File: config.mk
export PLATFORM = sky130hd
export DESIGN_NAME = hwlu_top
export DESIGN_NICKNAME = d
export VERILOG_FILES = /design/src/hdl/hwlu_pkg.sv /design/src/hdl/hwlu_circ.sv /design/src/hdl/hwlu_merge.sv /design/src/hdl/hwlu_top.sv
export VERILOG_INCLUDE_DIRS = /design/src /design/src/hdl
export SDC_FILE = /design/constraint.sdc
export NUM_CORES = 2
export LEC_CHECK = 0
export ABC_AREA = 1
export BUFFER_PORTS_ARGS = -buffer_cell sky130_fd_sc_hd__buf_2
export CAP_MARGIN = 20
export CELL_PAD_IN_SITES_DETAIL_PLACEMENT = 0
export CELL_PAD_IN_SITES_GLOBAL_PLACEMENT = 1
export CORE_MARGIN = 2
export CORE_UTILIZATION = 35
export DETAILED_ROUTE_END_ITERATION = 8
export HOLD_SLACK_MARGIN = 0.06
export PLACE_DENSITY = 0.64
export SLEW_MARGIN = 20
export SYNTH_ARGS = -nofsm -noshare
export SYNTH_HDL_FRONTEND = slang
export SYNTH_HIERARCHICAL = 1
export SYNTH_SLANG_ARGS = --single-unit
File: constraint.sdc
create_clock -name mclk_in -period 7.35 [get_ports mclk_in]
set_input_delay 0.735 -clock mclk_in [delete_from_list [all_inputs] [get_ports mclk_in]]
set_output_delay 0.735 -clock mclk_in [all_outputs]
set_load 0.01 [all_outputs]
File: src/hdl/hwlu_defines.svh
// Constants for the half-word load unit.
`ifndef HWLU_DEFINES_SVH
`define HWLU_DEFINES_SVH
`define HWLU_DATA_W 32
`define HWLU_HALF_W 16
`define HWLU_ADDR_W 32
`define HWLU_STEP 32'h0000_0002
`define HWLU_NUM_DREG 8
`define HWLU_NUM_PREG 8
`define HWLU_NUM_IREG 4
`define HWLU_OP_UPPER 3'h0
`define HWLU_OP_LOWER 3'h1
`define HWLU_OP_ZEXT 3'h2
`define HWLU_OP_SEXT 3'h3
`define HWLU_MODE_IND 3'h0
`define HWLU_MODE_INC 3'h1
`define HWLU_MODE_DEC 3'h2
`define HWLU_MODE_PIDX 3'h3
`endif

File: src/hdl/hwlu_pkg.sv
// Types shared by the half-word load unit modules.
package hwlu_pkg;
  typedef enum logic [2:0] {
    HWLU_UPPER,
    HWLU_LOWER,
    HWLU_ZEXT,
    HWLU_SEXT
  } hwlu_op_t;

  typedef enum logic [2:0] {
    HWLU_IND,
    HWLU_INC,
    HWLU_DEC,
    HWLU_PIDX
  } hwlu_mode_t;

  // One decoded load request.
  typedef struct packed {
    hwlu_op_t op;
    hwlu_mode_t mode;
    logic use_index;
    logic [2:0] dst;
    logic [2:0] src1;
    logic [2:0] src2;
    logic long_enc;
  } hwlu_req_t;

  // One register file write back.
  typedef struct packed {
    logic valid;
    logic [2:0] dst;
    logic [31:0] value;
  } hwlu_wb_t;
endpackage

File: src/hdl/hwlu_circ.sv
// Circular index post-modify arithmetic for the half-word load unit.
`timescale 1ns/1ps
`include "hwlu_defines.svh"
module hwlu_circ
  import hwlu_pkg::*;
(
  input wire logic [31:0] index_in, // Current index value.
  input wire logic [31:0] length_in, // Buffer length in bytes.
  input wire logic [31:0] base_in, // Buffer base address.
  input wire logic decrement_in, // High to step down.
  output logic [31:0] next_out // Post-modified index.
);
  logic [31:0] raw;
  logic [31:0] limit;

  // Step by one half-word, then fold back into the window when length is nonzero.
  always_comb begin
    raw = decrement_in ? index_in - `HWLU_STEP : index_in + `HWLU_STEP;
    limit = base_in + length_in;
    next_out = raw;
    if (length_in != 32'h0000_0000) begin
      if (!decrement_in && (raw >= limit)) begin
        next_out = raw - length_in;
      end else if (decrement_in && (raw < base_in)) begin
        next_out = raw + length_in;
      end
    end
  end
endmodule

File: src/hdl/hwlu_merge.sv
// Merges a loaded half-word into a data register value.
`timescale 1ns/1ps
`include "hwlu_defines.svh"
module hwlu_merge
  import hwlu_pkg::*;
(
  input wire hwlu_op_t op_in, // Load flavour.
  input wire logic [31:0] old_in, // Current register value.
  input wire logic [15:0] half_in, // Half-word from memory.
  output logic [31:0] value_out // New register value.
);
  // Only the addressed half changes for the half-register forms.
  always_comb begin
    case (op_in)
      HWLU_UPPER: value_out = {half_in, old_in[15:0]};
      HWLU_LOWER: value_out = {old_in[31:16], half_in};
      HWLU_SEXT: value_out = {{16{half_in[15]}}, half_in};
      default: value_out = {16'h0000, half_in};
    endcase
  end
endmodule

File: src/hdl/hwlu_top.sv
// Half-word load execution unit: address, memory access, write back, post-modify.
`timescale 1ns/1ps
`include "hwlu_defines.svh"
module hwlu_top
  import hwlu_pkg::*;
(
  input wire logic mclk_in, // Core clock, 20 MHz.
  input wire logic reset_n_in, // Synchronous reset, active low.
  input wire logic req_valid_in, // A load request is offered.
  input wire hwlu_req_t req_in, // Decoded load request.
  output logic req_ready_out, // Unit can accept a request.
  output logic pair_ok_out, // Request may issue in parallel.
  output logic mem_rd_out, // Memory read strobe.
  output logic [31:0] mem_addr_out, // Memory byte address.
  input wire logic mem_ack_in, // Memory read data valid.
  input wire logic [15:0] mem_data_in, // Memory half-word.
  output logic [31:0] dreg_out [8], // Data register file contents.
  output logic [31:0] preg_out [8], // Pointer register contents.
  output logic misalign_out, // Misaligned exception pulse.
  output logic done_out, // Load completed pulse.
  input wire logic cfg_we_in, // Software write to address registers.
  input wire logic [1:0] cfg_sel_in, // 0 index, 1 length, 2 base, 3 pointer.
  input wire logic [2:0] cfg_idx_in, // Register number.
  input wire logic [31:0] cfg_data_in // Write value.
);
  typedef enum logic [1:0] {
    HWLU_IDLE,
    HWLU_WAIT
  } hwlu_state_t;

  hwlu_state_t state_r, state_nxt;
  hwlu_req_t cur_r, cur_nxt;
  logic [31:0] addr_r, addr_nxt;
  logic misalign_r, misalign_nxt;
  logic done_r, done_nxt;
  logic [31:0] dreg_r [8];
  logic [31:0] dreg_nxt [8];
  logic [31:0] preg_r [8];
  logic [31:0] preg_nxt [8];
  logic [31:0] ireg_r [4];
  logic [31:0] ireg_nxt [4];
  logic [31:0] lreg_r [4];
  logic [31:0] lreg_nxt [4];
  logic [31:0] breg_r [4];
  logic [31:0] breg_nxt [4];
  logic [31:0] eff_addr;
  logic [31:0] circ_next;
  logic [31:0] merged;
  logic [1:0] ii;
  logic take;

  // A request is only taken while idle; one load is in flight at a time.
  assign req_ready_out = (state_r == HWLU_IDLE);
  assign take = req_valid_in && req_ready_out;
  assign ii = req_in.src1[1:0];

  // Returns high when a request form may share an issue slot.
  function automatic logic hwlu_pairable(input hwlu_req_t r);
    if (r.op == HWLU_UPPER || r.op == HWLU_LOWER) begin
      hwlu_pairable = 1'b1;
    end else begin
      hwlu_pairable = !r.long_enc;
    end
  endfunction

  assign pair_ok_out = req_valid_in && hwlu_pairable(req_in);

  // The access always uses the register value before any post-modify.
  always_comb begin
    eff_addr = req_in.use_index ? ireg_r[ii] : preg_r[req_in.src1];
  end

  hwlu_circ u_circ (
    .index_in(ireg_r[ii]),
    .length_in(lreg_r[ii]),
    .base_in(breg_r[ii]),
    .decrement_in(req_in.mode == HWLU_DEC),
    .next_out(circ_next)
  );

  hwlu_merge u_merge (
    .op_in(cur_r.op),
    .old_in(dreg_r[cur_r.dst]),
    .half_in(mem_data_in),
    .value_out(merged)
  );

  // Control state: issue, wait for memory, report completion or fault.
  always_comb begin
    state_nxt = state_r;
    cur_nxt = cur_r;
    addr_nxt = addr_r;
    misalign_nxt = 1'b0;
    done_nxt = 1'b0;
    case (state_r)
      HWLU_IDLE: begin
        if (take) begin
          if (eff_addr[0]) begin
            misalign_nxt = 1'b1;
          end else begin
            cur_nxt = req_in;
            addr_nxt = eff_addr;
            state_nxt = HWLU_WAIT;
          end
        end
      end
      HWLU_WAIT: begin
        if (mem_ack_in) begin
          done_nxt = 1'b1;
          state_nxt = HWLU_IDLE;
        end
      end
      default: state_nxt = HWLU_IDLE;
    endcase
  end

  always_ff @(posedge mclk_in) begin
    if (!reset_n_in) begin
      state_r <= HWLU_IDLE;
      cur_r <= '0;
      addr_r <= 32'h0000_0000;
      misalign_r <= 1'b0;
      done_r <= 1'b0;
    end else begin
      state_r <= state_nxt;
      cur_r <= cur_nxt;
      addr_r <= addr_nxt;
      misalign_r <= misalign_nxt;
      done_r <= done_nxt;
    end
  end

  // Data registers: only the completing load writes its destination.
  always_comb begin
    for (int k = 0; k < `HWLU_NUM_DREG; k++) begin
      dreg_nxt[k] = dreg_r[k];
    end
    if (state_r == HWLU_WAIT && mem_ack_in) begin
      dreg_nxt[cur_r.dst] = merged;
    end
  end

  // Address registers: post-modify happens at issue, software writes win on a clash.
  always_comb begin
    for (int k = 0; k < `HWLU_NUM_PREG; k++) begin
      preg_nxt[k] = preg_r[k];
    end
    for (int k = 0; k < `HWLU_NUM_IREG; k++) begin
      ireg_nxt[k] = ireg_r[k];
      lreg_nxt[k] = lreg_r[k];
      breg_nxt[k] = breg_r[k];
    end
    if (take && !eff_addr[0]) begin
      if (req_in.use_index) begin
        if (req_in.mode == HWLU_INC || req_in.mode == HWLU_DEC) begin
          ireg_nxt[ii] = circ_next;
        end
      end else if (req_in.mode == HWLU_PIDX && req_in.src1 != req_in.src2) begin
        preg_nxt[req_in.src1] = preg_r[req_in.src1] + preg_r[req_in.src2];
      end
    end
    if (cfg_we_in) begin
      case (cfg_sel_in)
        2'h0: ireg_nxt[cfg_idx_in[1:0]] = cfg_data_in;
        2'h1: lreg_nxt[cfg_idx_in[1:0]] = cfg_data_in;
        2'h2: breg_nxt[cfg_idx_in[1:0]] = cfg_data_in;
        default: preg_nxt[cfg_idx_in] = cfg_data_in;
      endcase
    end
  end

  // Register files hold state across reset on purpose; start-up code must clear them.
  always_ff @(posedge mclk_in) begin
    dreg_r <= dreg_nxt;
    preg_r <= preg_nxt;
    ireg_r <= ireg_nxt;
    lreg_r <= lreg_nxt;
    breg_r <= breg_nxt;
  end

  assign mem_rd_out = (state_r == HWLU_WAIT);
  assign mem_addr_out = addr_r;
  assign misalign_out = misalign_r;
  assign done_out = done_r;
  assign dreg_out = dreg_r;
  assign preg_out = preg_r;
endmodule

==> metrics.txt <==
Hold Startpoint=req_in[14]; Hold Vio Cnt, Final=0; Remaining DRCs=0; CP startpoint kind=input port; Crit. Startpoint=req_in[4]; dpl hpwl=a little over 200 mm; post_cts resized=0; most frequent cells in the layout=nand2_1 (1622), inv_1 (742), nor2_1 (741), o21ai_0 (633), nand3_1 (630); status=finished, final reports clean; CTS H-tree depth=3; Yosys top cell area share=a little over a quarter; 1st-iter DRT viols=~6700; Fmax=144 MHz; ys flop type=edfxtp_1; first-pass GRT wire length=401 mm; EDFF count, synth=between 500 and 600; Overall Power=roughly 0.021 W; TritonCTS clock tree=done; Async SR Flop Fraction=0%; VDD IR max=between 200 and 250 uV; Seq/Total Area, Yosys=around 42%; Routed WL=around 290 mm; post-CTS setup buffers=0; TritonRoute pass-1 iters=6; Initial Utilization=a little over a third; Worst Hold Slack=211 ps; synth top area cells=edfxtp_1 (27%), dfxtp_1 (15%), nand2_1 (11%), o21ai_0 (5.6%), nand3_1 (5.6%); relative slew slack=about a fifth; initial antenna violation count=23; Leak Pwr=29.5 nW; worst slew pin tran=between 1000 and 1500 ps; synthesized netlist cell count=approximately 7500; die height=just over 400 um; hold endpoint=cur_r[14]; # setup viols final=0; commonest non-fill, non-tap cell in the layout=nand2_1; Rows=roughly 150; slowest cell delay on critical path=between 400 and 500 ps; Worst Hold Class=in2reg; Worst-path clk slew=approximately 60 ps; wire length on met3=between 20 and 30 mm; Max Used Layer=met5; Simple-Gate Fraction of Synth Area=between 20% and 30%; R2R cell count=36; top cell type by total area after synthesis=edfxtp_1; Synth Area per Inst=around 7.5 um^2; largest net degree at the start of global routing=90; RSZ-0062 raised after global routing=no; vias in the first global route=around 53000; full die area=approximately 0.16 mm^2; Clk Latency, worst-skew pair=approximately 800 ps; WHS Path Cells=3; Top Ports=between 600 and 700; compound-gate portion of the synthesized area=around 17%; cell area after synthesis=around 0.056 mm^2; Final period util=a little over nine tenths; post-layout minimum cycle time=a little under 7000 ps; Synth Area in XOR/XNOR=1.88%; Worst Skew=approximately 120 ps; Critical Path RT=8040 ps; multiplexer area fraction after synthesis=0%; Slew Viols, Final=0; reg2reg end=ireg_r[28]; syn_nets=slightly below 8000; via-per-instance ratio=5.66; Netlist cell types=62; reg-to-reg slack, setup=900 ps; Most common cell on crit path=nand2_1; root buffer cell=clkbuf_16; GR Util All Layers=roughly 34%; met1 WL=roughly 120 mm; hold-fix buffer count after cts=0; Num CTS Buffers=between 100 and 150; Area Overhead vs Synth=17.1%; Crit. End Element=register; die width=just over 400 um; crit-path max FO=38; Core ar.=about 0.16 mm^2; share of cells above drive strength 1=14.4%; P per Cell Area=316 mW/mm^2; grt total ovfl=0; met2 routed WL=126 mm; clock sinks=about 940; CP arrival=7650 ps; clock buffer depth=3; antenna viol nets, final=0; DR vias=between 50000 and 60000; Max Cap Violations=0; DR WL/cell=~28 um; PortBufs=between 600 and 700; #FFs+latches synth=between 900 and 1000; Nets=between 8000 and 9000; kind of critical path=in2reg; r2r startpoint=breg_r[110]; Slowest cell on crit path=ha_1; largest family of logic cells by synthesized area=simple AND/OR/NAND/NOR gates; GPL Wtd Cong=between 0.9 and 1; adder-cell share of the synthesized area=between 4 and 5%; yosys warns=6
## cell type report
type                       count  area, um^2
fill                       16700       94300
multi-input combinational   5351       28000
sequential                   936       23900
timing repair buffer         871        5190
inverter                     776        2920
clock buffer                 135        2850
tap                         2160        2700
clock inverter                63         611
antenna                       10        25.0
## state kept, by name (all words and copies together), names as in the netlist
name / cells
dreg_out: 256
preg_out: 256
breg_r: 128
ireg_r: 128
lreg_r: 128
mem_addr_out: 31
cur_r: 6
done_out: 1
misalign_out: 1
state_r: 1
## synth_stat cells (12+ instances only)
library cell	instances
dfxtp_1	424
a21oi_1	537
nor4_1	18
nand2_1	1624
a21o_1	18
a211oi_1	12
nor3_1	20
o22ai_1	35
o2111ai_1	38
or2_2	21
buf_1	42
a31oi_1	53
nand3_2	28
nand4_1	139
clkbuf_1	264
nand3_1	632
o21ai_0	633
xnor2_1	41
buf_2	104
o21a_1	25
edfxtp_1	512
o221ai_1	14
buf_4	22
o21bai_1	18
inv_1	752
a22oi_1	214
and2_1	25
clkinv_1	12
o211ai_1	29
xor2_1	80
nor2_1	773
o21ai_1	24
ha_1	215
## power by group
| part | total [W] | internal (W) | switching [W] |
|---|---|---|---|
| logic | 0.00849 | 0.00270 | 0.00579 |
| registers | 0.00702 | 0.00626 | 0.000755 |
| clock network | 0.00538 | 0.00294 | 0.00244 |
## routing by layer
metal | vias to the layer above | global-route usage (%)
met1 | 28200 | 44.9
met3 | 576 | 7.18
met4 | 8 | 16.7
met5 | - | 0
li1 | 26500 | -
met2 | 2999 | 51.5
## per-stage QoR
step	utilization (%)	TNS (ps)	cell area, um^2	setup slack, ps	std cells
floorplan	-	0	56500	1080	7505
global placement	39.0	-3430	62600	-399	10100
detailed placement	39.0	-3190	62600	-380	10100
CTS	41.2	0	66100	408	10300
global route	41.2	0	66100	36.2	10300
finish	41.2	0	66100	387	10300
## worst max path at each step
stage	endpoint	slack, ps	depth (start not counted)
6_report	ireg_r[28]	390	40
5_1_grt	ireg_r[53]	40	43
4_1_cts	ireg_r[28]	410	40
3_5_place_dp	ireg_r[28]	-380	40
3_3_place_gp	ireg_r[28]	-400	40
2_1_floorplan	ireg_r[127]	1080	42
## cells by family (layout without fill, tap and decap cells)
logic type	after synthesis	count (layout)
AND/OR/NAND/NOR	3324	3324
AO/OA/AOI/OAI	1685	1685
buffers and inverters	1218	1845
flip-flops	936	936
adder cells (fa/ha/maj)	220	220
XOR/XNOR	121	121
other	1	11
## worst max-delay path, delay by kind of cell
kind	cells	cell delay, ps
buffers and inverters	10	1620
xor gates and xnor gates	1	130
AOI/OAI and AO/OA	10	1740
and+or+nand+nor	17	2580
adders and majority gates	2	750
No activity file was read; power rests on OpenSTA's default activity.
